<file path="config.mk">
export PLATFORM = sky130hd
export DESIGN_NAME = wake_event_indicator
export DESIGN_NICKNAME = d
export VERILOG_FILES = /design/src/wake_pkg.sv /design/src/wake_pulse_timer.sv /design/src/ready_settle.sv /design/src/wake_event_indicator.sv
export SDC_FILE = /design/constraint.sdc
export NUM_CORES = 1
export LEC_CHECK = 0
export BUFFER_PORTS_ARGS = -buffer_cell sky130_fd_sc_hd__buf_2
export CAP_MARGIN = 10
export CORE_ASPECT_RATIO = 1.4
export CORE_UTILIZATION = 60
export CTS_CLUSTER_SIZE = 30
export DETAILED_ROUTE_END_ITERATION = 10
export PLACE_DENSITY = 0.83
export SYNTH_ARGS = -nofsm -noshare
export SYNTH_HDL_FRONTEND = slang
export SYNTH_SLANG_ARGS = --single-unit
</file>
<file path="constraint.sdc">
create_clock -name ref_clk -period 12.63 [get_ports ref_clk]
set_clock_uncertainty 0.2 [all_clocks]
set_input_delay 2.526 -clock ref_clk [delete_from_list [all_inputs] [get_ports ref_clk]]
set_output_delay 2.526 -clock ref_clk [all_outputs]
set_load 0.005 [all_outputs]
</file>
<file path="src/wake_pkg.sv">
// package: register map, field positions, reset values and timing constants
`default_nettype none
package wake_pkg;
    // register byte addresses
    localparam logic [7:0] PM_CTRL_ADDR = 8'h84;
    localparam logic [7:0] HARDWARE_CONFIG_REG_ADDR = 8'h74;
    localparam logic [7:0] BYTE_TEST_ADDR = 8'h64;
    localparam logic [7:0] EVENT_SRC_ADDR = 8'hA0;
    // field positions in the power-management control register
    localparam int READY_BIT = 0;
    localparam int PIN_EN_BIT = 1;
    localparam int PIN_POL_BIT = 2;
    localparam int PULSE_SEL_BIT = 3;
    localparam int CAUSE_LO = 4;
    localparam int DRIVE_TYPE_BIT = 6;
    localparam int ENERGY_EN_BIT = 8;
    localparam int FRAME_EN_BIT = 9;
    localparam int MODE_LO = 12;
    // wake-cause codes
    localparam logic [1:0] CAUSE_NONE = 2'h0;
    localparam logic [1:0] CAUSE_ENERGY = 2'h1;
    localparam logic [1:0] CAUSE_FRAME = 2'h2;
    localparam logic [1:0] CAUSE_MULTI = 2'h3;
    // power-state codes
    localparam logic [1:0] MODE_FULL = 2'h0;
    localparam logic [1:0] MODE_FRAME = 2'h1;
    localparam logic [1:0] MODE_ENERGY = 2'h2;
    // reset values
    localparam logic [1:0] CAUSE_RESET = 2'h0;
    localparam logic [31:0] HARDWARE_CONFIG_REG_RESET = 32'h0000_0000;
    // timing
    localparam int CLK_MHZ = 250;
    localparam int PULSE_MS = 50;
    localparam int PULSE_CYCLES = PULSE_MS * 1000 * CLK_MHZ;
    localparam int SETTLE_NS = 1000;
    localparam int SETTLE_CYCLES = SETTLE_NS * CLK_MHZ / 1000;
endpackage
`default_nettype wire

</file>
<file path="src/wake_pulse_timer.sv">
// pulse timer: holds its output for a fixed count after a start strobe
`default_nettype none
module wake_pulse_timer
    import wake_pkg::*;
#(
    parameter int unsigned COUNT = PULSE_CYCLES
) (
    // clock and reset
    input wire logic ref_clk,
    input wire logic reset,
    // control
    input wire logic start,
    input wire logic cancel,
    // state
    output logic busy
);
    typedef struct packed {
        logic [31:0] cnt;
        logic busy;
    } st_s;
    st_s st_r, st_nxt;

    always_comb begin
        st_nxt = st_r;
        if (cancel) begin
            st_nxt.busy = 1'b0;
            st_nxt.cnt = 32'h0000_0000;
        end else if (start) begin
            st_nxt.busy = 1'b1;
            st_nxt.cnt = 32'(COUNT - 1);
        end else if (st_r.busy) begin
            if (st_r.cnt == 32'h0000_0000) begin
                st_nxt.busy = 1'b0;
            end else begin
                st_nxt.cnt = st_r.cnt - 32'h0000_0001;
            end
        end
    end

    always_ff @(posedge ref_clk or posedge reset) begin
        if (reset) begin
            st_r <= '0;
        end else begin
            st_r <= st_nxt;
        end
    end

    assign busy = st_r.busy;
endmodule
`default_nettype wire

</file>
<file path="src/ready_settle.sv">
// ready tracker: counts settle time after leaving a reduced-power state
`default_nettype none
module ready_settle
    import wake_pkg::*;
#(
    parameter int unsigned SETTLE = SETTLE_CYCLES
) (
    // clock and reset
    input wire logic ref_clk,
    input wire logic reset,
    // power state
    input wire logic lowPower,
    // result
    output logic ready
);
    typedef struct packed {
        logic [31:0] cnt;
        logic ready;
    } st_s;
    st_s st_r, st_nxt;

    always_comb begin
        st_nxt = st_r;
        if (lowPower) begin
            st_nxt.ready = 1'b0;
            st_nxt.cnt = 32'(SETTLE);
        end else if (st_r.cnt != 32'h0000_0000) begin
            st_nxt.cnt = st_r.cnt - 32'h0000_0001;
        end else begin
            st_nxt.ready = 1'b1;
        end
    end

    // reset starts a full settle interval, ready low
    always_ff @(posedge ref_clk or posedge reset) begin
        if (reset) begin
            st_r <= '{cnt: 32'(SETTLE), ready: 1'b0};
        end else begin
            st_r <= st_nxt;
        end
    end

    assign ready = st_r.ready;
endmodule
`default_nettype wire

</file>
<file path="src/wake_event_indicator.sv">
// wake-event indicator: wake cause, wake pin, ready flag, AHB-Lite slave
// What this block does
// - wake cause field reports none, energy, frame, or multiple events.
// - writing one to a cause bit clears it; zero leaves it.
// - cause clears only act in full power with ready set.
// - a cause bit stays set while any source feeding it is set.
// - pulse mode drives the wake pin active for 50 ms per event.
// - static mode holds the wake pin active after an event.
// - clearing cause bits or the enable deactivates the wake pin.
// - polarity bit: set means active high, clear means active low.
// - open-drain drive ignores polarity and is always active low.
// - pin enable clear keeps the wake pin inactive.
// - pin enable does not affect the internal wake interrupt.
// - read-only ready flag, readable in every power mode.
// - cause, pulse select, polarity and pin enable reset to zero.
// - power-state field selects full, frame detect or energy detect.
// - any write to the byte-order test register wakes the device.
// - frame wake enabled: frame events drive pin and interrupt.
// - energy wake enabled: energy events drive pin and interrupt.
`default_nettype none
module wake_event_indicator
    import wake_pkg::*;
#(
    parameter int unsigned PULSE_LEN = PULSE_CYCLES,
    parameter int unsigned SETTLE_LEN = SETTLE_CYCLES
) (
    // clock and reset
    input wire logic ref_clk,
    input wire logic reset,
    // AHB-Lite slave
    input wire logic hsel,
    input wire logic [31:0] haddr,
    input wire logic [1:0] htrans,
    input wire logic hwrite,
    input wire logic [2:0] hsize,
    input wire logic [31:0] hwdata,
    input wire logic hready,
    output logic [31:0] hrdata,
    output logic hreadyout,
    output logic hresp,
    // wake event sources, level, held until cleared by their owner
    input wire logic energyEvent,
    input wire logic frameEvent,
    // wake pin, open-drain or push-pull
    output logic wakeEventPinOut,
    output logic wakeEventPinOe,
    // internal wake interrupt and power state
    output logic wakeEventInterrupt,
    output logic [1:0] powerStateSelect
);
    typedef struct packed {
        logic [1:0] wakeCause;
        logic pulseSel;
        logic pinPol;
        logic pinEn;
        logic driveType;
        logic energyWakeEn;
        logic frameWakeEn;
        logic [1:0] powerState;
        logic [31:0] hwConfig;
        logic [1:0] srcClr;
        logic wActive;
        logic [7:0] wAddr;
        logic rValid;
        logic [31:0] rData;
        logic pinAsserted;
        logic pinOut;
        logic pinOe;
        logic irq;
        logic [1:0] evPrev;
    } st_s;
    st_s st_r, st_nxt;

    logic ready;
    logic pulseBusy;
    logic pulseStart;
    logic pinCancel;
    logic [1:0] evLive;

    ////////////////////////////////////////////////////////////////////////
    // helpers

    // ready only counts once the power state is back to full
    function automatic logic [31:0] pmWord(input st_s s, input logic rdy);
        logic [31:0] w;
        w = 32'h0000_0000;
        w[READY_BIT] = rdy & (s.powerState == MODE_FULL);
        w[PIN_EN_BIT] = s.pinEn;
        w[PIN_POL_BIT] = s.pinPol;
        w[PULSE_SEL_BIT] = s.pulseSel;
        w[CAUSE_LO +: 2] = s.wakeCause;
        w[DRIVE_TYPE_BIT] = s.driveType;
        w[ENERGY_EN_BIT] = s.energyWakeEn;
        w[FRAME_EN_BIT] = s.frameWakeEn;
        w[MODE_LO +: 2] = s.powerState;
        return w;
    endfunction

    // read mux; unmapped offsets read as zero
    function automatic logic [31:0] readWord(input st_s s, input logic rdy,
        input logic [7:0] a, input logic [1:0] src);
        logic [31:0] w;
        w = 32'h0000_0000;
        unique case (a)
            PM_CTRL_ADDR: begin
                w = pmWord(s, rdy);
            end
            HARDWARE_CONFIG_REG_ADDR: begin
                w = s.hwConfig;
            end
            EVENT_SRC_ADDR: begin
                w[1:0] = src;
            end
            default: begin
                w = 32'h0000_0000;
            end
        endcase
        return w;
    endfunction

    // data phase of a write: apply the word to the addressed register
    function automatic st_s applyWrite(input st_s s, input logic rdy,
        input logic [31:0] wd);
        st_s n;
        n = s;
        unique case (s.wAddr)
            PM_CTRL_ADDR: begin
                n.pinEn = wd[PIN_EN_BIT];
                n.pinPol = wd[PIN_POL_BIT];
                n.pulseSel = wd[PULSE_SEL_BIT];
                n.driveType = wd[DRIVE_TYPE_BIT];
                n.energyWakeEn = wd[ENERGY_EN_BIT];
                n.frameWakeEn = wd[FRAME_EN_BIT];
                // reserved code is ignored, state kept
                if (wd[MODE_LO +: 2] != 2'h3) begin
                    n.powerState = wd[MODE_LO +: 2];
                end
            end
            HARDWARE_CONFIG_REG_ADDR: begin
                // ignored until the block has settled
                if (rdy) begin
                    n.hwConfig = wd;
                end
            end
            EVENT_SRC_ADDR: begin
                if (rdy) begin
                    n.srcClr = wd[1:0];
                end
            end
            BYTE_TEST_ADDR: begin
                n.powerState = MODE_FULL;
            end
            default: begin
                n = s;
            end
        endcase
        return n;
    endfunction

    // pin value and enable, returned as {oe, out}
    function automatic logic [1:0] pinDrive(input logic act,
        input logic pushPull, input logic pol);
        logic [1:0] d;
        d = 2'b00;
        if (!pushPull) begin
            // open drain: pull low when active, release otherwise
            d[0] = 1'b0;
            d[1] = act;
        end else begin
            d[0] = act ^ ~pol;
            d[1] = 1'b1;
        end
        return d;
    endfunction

    ////////////////////////////////////////////////////////////////////////
    // sub-blocks

    ready_settle #(.SETTLE(SETTLE_LEN)) uSettle (
        .ref_clk(ref_clk),
        .reset(reset),
        .lowPower(st_r.powerState != MODE_FULL),
        .ready(ready)
    );

    wake_pulse_timer #(.COUNT(PULSE_LEN)) uPulse (
        .ref_clk(ref_clk),
        .reset(reset),
        .start(pulseStart),
        .cancel(pinCancel),
        .busy(pulseBusy)
    );

    ////////////////////////////////////////////////////////////////////////
    // next state

    always_comb begin
        logic addrPhase;
        logic [1:0] clr;
        logic [1:0] causeNxt;
        logic active;
        logic [31:0] wd;
        addrPhase = 1'b0;
        clr = 2'b00;
        causeNxt = 2'b00;
        active = 1'b0;
        wd = hwdata;
        st_nxt = st_r;
        st_nxt.rValid = 1'b0;
        st_nxt.wActive = 1'b0;
        st_nxt.srcClr = 2'b00;
        pulseStart = 1'b0;
        pinCancel = 1'b0;

        // qualified event sources
        evLive[0] = energyEvent & st_r.energyWakeEn;
        evLive[1] = frameEvent & st_r.frameWakeEn;

        // write data phase
        if (st_r.wActive) begin
            st_nxt = applyWrite(st_nxt, ready, wd);
            if (st_r.wAddr == PM_CTRL_ADDR && ready &&
                st_r.powerState == MODE_FULL) begin
                clr = wd[CAUSE_LO +: 2];
            end
        end

        // cause: sources set, set wins over clear, live source holds bit
        causeNxt = st_r.wakeCause & ~clr;
        causeNxt = causeNxt | evLive;
        st_nxt.wakeCause = causeNxt;

        // rising edge of a qualified source is a new wake event
        st_nxt.evPrev = evLive;
        if ((evLive & ~st_r.evPrev) != 2'b00) begin
            pulseStart = 1'b1;
        end

        // interrupt independent of pin enable
        st_nxt.irq = causeNxt != CAUSE_NONE;

        // pin state machine
        if (causeNxt == CAUSE_NONE || !st_nxt.pinEn ||
            (st_nxt.frameWakeEn | st_nxt.energyWakeEn) == 1'b0) begin
            pinCancel = 1'b1;
        end
        if (st_nxt.pulseSel) begin
            active = pulseBusy | pulseStart;
        end else begin
            active = causeNxt != CAUSE_NONE;
        end
        active = active & st_nxt.pinEn & ~pinCancel;
        st_nxt.pinAsserted = active;
        {st_nxt.pinOe, st_nxt.pinOut} =
            pinDrive(active, st_nxt.driveType, st_nxt.pinPol);

        // address phase: one-cycle zero-wait slave
        addrPhase = hsel & hready & htrans[1];
        if (addrPhase) begin
            if (hwrite) begin
                st_nxt.wActive = 1'b1;
                st_nxt.wAddr = haddr[7:0];
            end else begin
                st_nxt.rValid = 1'b1;
                st_nxt.rData = readWord(st_r, ready, haddr[7:0],
                    {energyEvent, frameEvent});
            end
        end
    end

    ////////////////////////////////////////////////////////////////////////
    // state register

    always_ff @(posedge ref_clk or posedge reset) begin
        if (reset) begin
            st_r <= '0;
            st_r.hwConfig <= HARDWARE_CONFIG_REG_RESET;
        end else begin
            st_r <= st_nxt;
        end
    end

    ////////////////////////////////////////////////////////////////////////
    // outputs

    assign hrdata = st_r.rData;
    assign hreadyout = 1'b1;
    assign hresp = 1'b0;
    assign wakeEventPinOut = st_r.pinOut;
    assign wakeEventPinOe = st_r.pinOe;
    assign wakeEventInterrupt = st_r.irq;
    assign powerStateSelect = st_r.powerState;
endmodule
`default_nettype wire

</file>
=== Yosys cells after proc, flatten, opt, wreduce, memory -nomap -nowiden ===
Cells that the tools add are included.
Widths: inputs -> output; s select.

* Bitwise logic cells: 18
* Eq/ne operators: 11
* Reduce and logical (&&, ||, !) cells: 18
* Muxes and demuxes: 27
* $add $sub $neg: 2

{| class="wikitable"
|+ Operators with widths
! kind !! number
|-
| $mux 33 || 5
|-
| $mux 32 || 4
|-
| $mux 90 || 1
|-
| $sub 32x1->32 const B || 2
|-
| $pmux 30 s2 || 1
|-
| $mux 42 || 1
|-
| $eq 8x8->1 const B || 4
|-
| $logic_not 32->1 || 1
|-
| $reduce_bool 32->1 || 1
|-
| $eq 8x7->1 const B || 3
|-
| $mux 2 || 6
|-
| $reduce_bool 2->1 || 5
|-
| $mux 9 || 1
|-
| $and 1x1->1 || 7
|-
| $mux 6 || 1
|-
| $pmux 2 s3 || 1
|-
| $reduce_and 3->1 || 2
|-
| $mux 1 || 5
|-
| $and 2x2->2 || 2
|-
| $logic_not 2->1 || 2
|-
| $ne 2x2->1 const B || 2
|-
| $not 2->2 || 2
|-
| $pmux 2 s2 || 1
|-
| $ne 3x3->1 const B || 1
|-
| 10 further kinds || 15
|}

* Register bits: 155

=== Longest topological paths before layout ===
* Depth after elaboration: 16
* Mapped depth: 9

=== By module ===
A second synthesis with hierarchy kept.

* Cells, all modules: 763
* Area total of the unflattened synthesis: 7,767.4 um^2

{| class="wikitable"
|+ By module, submodules not included
! module !! cells an instance !! times used !! area each (um^2) !! sequential area each (um^2)
|-
| wake_event_indicator || 376 || 1 || 3,996.3 || 2,202.1
|-
| wake_pulse_timer || 207 || 1 || 1,993.2 || 825.8
|-
| ready_settle || 180 || 1 || 1,778.0 || 833.3
|}

=== Least setup slack after synthesis ===
No wires, ideal clock.

* Path type: input -> register
* From: input port haddr[3]
* To: register st_r (netlist bit hrdata[12])
* Arrival time: 3.867 ns
* Cell stages on the path: 6
* Path buffers: 1
* Required time: 12.358 ns
* Setup slack: 8.491 ns
* Setup time: 0.072 ns
* Cell sequence: or3_1 -> nor4b_1 -> and2_1 -> clkbuf_1 -> a221oi_1 -> nor2_1

* Cells in the longest elaborated chain, start to end: 4
* Elaborated cells on any way between the ends: 5
* Those cells by class: eq/ne: 2; mux: 3

{| class="wikitable"
|+ RTL lines
! item !! RTL line !! text
|-
| from (decl) || wake_event_indicator.sv:32 || <nowiki>input wire logic [31:0] haddr,</nowiki>
|-
| $eq 8x7->1 or $eq 8x8->1 (tied branches) || wake_event_indicator.sv:104 || <nowiki>unique case (a)</nowiki>
|-
| $pmux 30 s2 (*) || wake_event_indicator.sv:104 ||
|-
| $mux 33 (*) || wake_event_indicator.sv:260 || <nowiki>if (hwrite) begin</nowiki>
|-
| $mux 42 (*) || wake_event_indicator.sv:259 || <nowiki>if (addrPhase) begin</nowiki>
|-
| to (signal assigned) || wake_event_indicator.sv:279 || <nowiki>st_r <= st_nxt;</nowiki>
|-
| to (decl) || wake_event_indicator.sv:72 || <nowiki>st_s st_r, st_nxt;</nowiki>
|}

Every way passes the cells marked *; elsewhere a longest branch is shown, timed or not.
A chain may end at the register's enable or synchronous reset.

=== Worst setup path in the final report ===
* From: input port energyEvent
* To: register uPulse.st_r[23] in the netlist's numbering

* Cells in the longest elaborated chain, start to end: 8
* Elaborated cells on any way between the ends: 14
* Those cells by class: eq/ne: 1; mux: 4; bitwise: 3; reduce/logical: 6

{| class="wikitable"
|+ RTL lines
! item !! RTL line !! text
|-
| from (decl) || wake_event_indicator.sv:42 || <nowiki>input wire logic energyEvent,</nowiki>
|-
| $and 1x1->1 (*) || wake_event_indicator.sv:216 || <nowiki>evLive[0] = energyEvent & st_r.energyWakeEn;</nowiki>
|-
| $or 2x2->2 || wake_event_indicator.sv:230 || <nowiki>causeNxt = causeNxt | evLive;</nowiki>
|-
| $logic_not 2->1 || wake_event_indicator.sv:243 || <nowiki>if (causeNxt == CAUSE_NONE || !st_nxt.pinEn ||</nowiki>
|-
| $logic_or 1x1->1 (2 in a row) || wake_event_indicator.sv:243 ||
|-
| $mux 1 || wake_event_indicator.sv:243 ||
|-
| $ne 3x3->1 (no source line) or $reduce_bool 3->1 (tied branches) || -- ||
|-
| $reduce_and 2->1 (no source line) || -- ||
|-
| to (signal assigned) || wake_pulse_timer.sv:44 || <nowiki>st_r <= st_nxt;</nowiki>
|-
| to (decl) || wake_pulse_timer.sv:21 || <nowiki>st_s st_r, st_nxt;</nowiki>
|}

Marks and branches as above.

==> metrics.md <==
| Metric | Value |
|---|---|
| Core footprint | `between 0.01 and 0.015 mm^2` |
| Critical Path AT | `4.56 ns` |
| Clock tree buffer depth | `2` |
| CTS tree | `done` |
| Clk sinks | `154` |
| Status | `finished clean` |
| DRT Pass-1 Iters | `5` |
| Total Wirelength | `about 17 mm` |
| Via count | `6165` |
| Die Y | `between 100 and 150 um` |
| Commonest non-fill, non-tap cell in the layout | `dfrtp_1` |
| Worst-path clk slew | `0.07 ns` |
| FF-to-FF path depth | `6` |
| Vias in the first global route | `approximately 6000` |
| Cells after synthesis | `764` |
| Die ar. | `0.0131 mm^2` |
| Setup TNS | `0 ns` |
| Die width | `roughly 97 um` |
| DRT iter0 DRCs | `375` |
| Final Hold Slack | `0.265 ns` |
| Max cap viols | `0` |
| GP Congestion | `0.908` |
| Pin count of the biggest net entering global routing | `slightly below 100` |
| P per Cell Area | `135 mW/mm^2` |
| Worst setup SP type | `primary input` |
| Area share of fa/ha/maj cells after synthesis | `0.496%` |
| Routed Antenna Nets | `0` |
| Initial antenna violation count | `0` |
| Port bufs | `84` |
| Clock root cell | `clkbuf_16` |
| CP Capture Type | `flop` |
| Count of final hold-check violations | `0` |
| Num ports | `115` |
| CTS H-tree lvls | `4` |
| Max Fanout on Critical Path | `25` |
| Syn nets | `843` |
| Hold Path Sink | `hrdata[15]` |
| Worst flop-to-flop path startpoint | `uPulse.st_r[22]` |
| DP HPWL | `approximately 11 mm` |
| FF+latch count, synth | `between 150 and 200` |
| Worst Hold Depth | `2` |
| Period utilization | `between 30% and 40%` |
| Fillers | `869` |
| Clk Latency, worst-skew pair | `0.42 ns` |
| Mux cell area share after synthesis | `6.54%` |
| Comb pwr share | `slightly below 10%` |
| Share of layout cells above drive strength 1 | `23.3%` |
| Least-Margin Pin Slew | `between 1 and 1.5 ns` |
| DP Cell Count | `933` |
| RSZ-0062 raised after global routing | `false` |
| Share of the synthesized area in the top cell type | `around half` |
| Most frequent cells in the layout | `148 x dfrtp_1, 87 x nand2_1, 84 x buf_2` |
| Hold_sp | `hrdata[15]` |
| Final std cells w/o fill | `965` |
| First-pass GRT wire length | `28.2 mm` |
| Hold_buf cts | `0` |
| Simple-gate share of the synthesized area | `23.3%` |
| Syn. warnings | `0` |
| Reg area | `0.00386 mm^2` |
| GRT overflow | `0` |
| Area grow syn2layout | `11.1%` |
| Fmax | `approximately 230 MHz` |
| ANT cells | `0` |
| DRC | `0` |
| Largest family of logic cells by synthesized area | `simple AND/OR/NAND/NOR gates` |
| Synth unique cells | `54` |
| Worst hold path class | `flop to flop` |
| Minimum clock period | `approximately 4.4 ns` |
| Post-synth EDFFs | `0` |
| Post-CTS sizing | `0` |
| Psw | `about 300 uW` |
| Avg Inst Size Synth | `slightly below 10 um^2` |
| Xor/xnor share of the synthesized area | `0.231%` |
| Synth area leader | `dfrtp_1` |
| Reg-to-Reg End | `uPulse.st_r[2]` |
| Routed vias/inst | `6.39` |
| Power share of the sequential group | `a little under half` |
| Fraction of registers with async set/reset | `100%` |
| Crit path kind | `primary input to flop` |
| Max-Slew Margin vs Limit | `25.6%` |
| Final Max Tran Viols | `0` |
| Multi-input gate area | `0.00323 mm^2` |
| WL/cell | `17.5 um` |
| Starting Density | `61.5%` |
| Gr usage total | `roughly a quarter` |
| Compound-cell area share of the yosys netlist | `11.8%` |
| Clock Power Share | `between 40% and 50%` |
| P_leak | `3.80 nW` |
| Internal Power | `837 uW` |
| Main synth FF type | `dfrtp_1` |
| Top post-synthesis cells by area | `dfrtp_1 49%, mux2_2 5.4%, nand2_1 4.3%, or4_1 4.2%, buf_4 3.6%` |
| # Post-CTS Setup Buffers | `0` |
| Switching fraction of total power | `between 20% and 30%` |
| Seq/Total Area, Yosys | `a little over 50%` |
| Final nets | `881` |
| R2r setup slk | `9.05 ns` |
| Row cnt | `48` |
| Worst Path Required | `roughly 13 ns` |
| Peak VDD IR | `0.0923 mV` |
| Synth Cell Area | `around 0.0076 mm^2` |
| CTS buffer count | `17` |
| Final setup violation count | `0` |
[through the flow]
step           setup WS (ns)  instance area (um^2)  util [%]  power [mW]
2_1_floorplan           5.76                  7570         -       0.622
3_3_place_gp            7.84                  7840      63.7       0.646
3_5_place_dp            7.72                  7840      63.7       0.654
4_1_cts                 8.16                  8410      68.3        1.14
5_1_grt                 7.99                  8410      68.3        1.18
6_report                8.19                  8410      68.3        1.14
[power groups by stage]
stage               clock (mW)  sequential (mW)  combinational (mW)
finish                   0.489            0.536               0.112
global route             0.516            0.538               0.125
CTS                      0.494            0.535               0.112
detailed placement           0            0.543               0.110
global placement             0            0.541               0.105
floorplan                    0            0.539              0.0833
[synth_stat cells, types with 2 or more instances]
master	count
nand4_1	9
ha_1	3
nor2b_1	3
nand3_1	34
nand2_1	87
and3_1	3
mux2i_1	9
nor2_1	44
inv_1	17
o21ai_1	3
or4_1	42
or4b_2	2
o211ai_1	8
nor4_1	14
buf_4	36
or3_1	37
o31ai_1	19
mux2_2	36
a22o_1	2
buf_6	2
o221ai_1	2
or2_2	14
o311ai_0	2
nand2b_1	7
dfstp_2	6
buf_2	5
a21oi_1	37
a31o_2	2
nor4b_1	5
clkbuf_1	31
dfrtp_1	148
o41ai_1	3
a31oi_1	15
nor3b_1	4
and2_1	3
a221oi_1	11
o21ai_0	28
nand4b_1	3
conb_1	2
and4_1	2
nor3_1	11
[layout make-up]
class	instances	share of cell area, %
Timing Repair Buffer	93	5.80
Clock buffer	19	5.15
Sequential cell	154	45.9
Clock inverter	13	1.62
Tap cell	150	2.23
Inverter	18	0.863
Multi-Input combinational cell	518	38.4
[worst max-delay path by stage]
| stage | from | endpoint | slack, ns | cells past startpoint |
|---|---|---|---|---|
| 6_report | energyEvent | uPulse.st_r[23] | 8.19 | 5 |
| 5_1_grt | energyEvent | uPulse.st_r[27] | 7.99 | 5 |
| 4_1_cts | energyEvent | uPulse.st_r[23] | 8.16 | 5 |
| 2_1_floorplan | reset | hrdata[0] | 5.76 | 1 |
| 3_3_place_gp | energyEvent | uPulse.st_r[26] | 7.84 | 5 |
| 3_5_place_dp | energyEvent | uPulse.st_r[23] | 7.72 | 5 |
[registers in the layout (all words and copies together) (netlist names)]
name and count:
uPulse.st_r 32, powerStateSelect 2, wakeEventInterrupt 1, uSettle.st_r 32, wakeEventPinOe 1, uPulse.busy 1
hrdata 32, wakeEventPinOut 1, uSettle.ready 1, st_r 51
[critical path, cell delays in order]
cell,delay [ns]
buf_2,0.12
nand2_1,0.13
o22a_1,0.77
o211ai_1,0.66
a21oi_1,0.34
[logic make-up (layout without fill, tap and decap cells)]
family                     Yosys count  count (layout)
other                                2               2
buffers and inverters               92             143
muxes                               45              45
xor gates and xnor gates             2               2
DFF                                154             154
AOI/OAI and AO/OA                  139             139
and+or+nand+nor                    327             327
adders and majority gates            3               3
[routing by layer]
metal  vias up  global-route usage, %  routed length [um]
met2       202                   46.5                8960
li1       2845                      -                   -
met4         0                   10.7                 310
met5         -                      0                   0
met3        28                   5.64                 854
met1      3090                   32.1                6790
(Power assumes the default switching activity.)
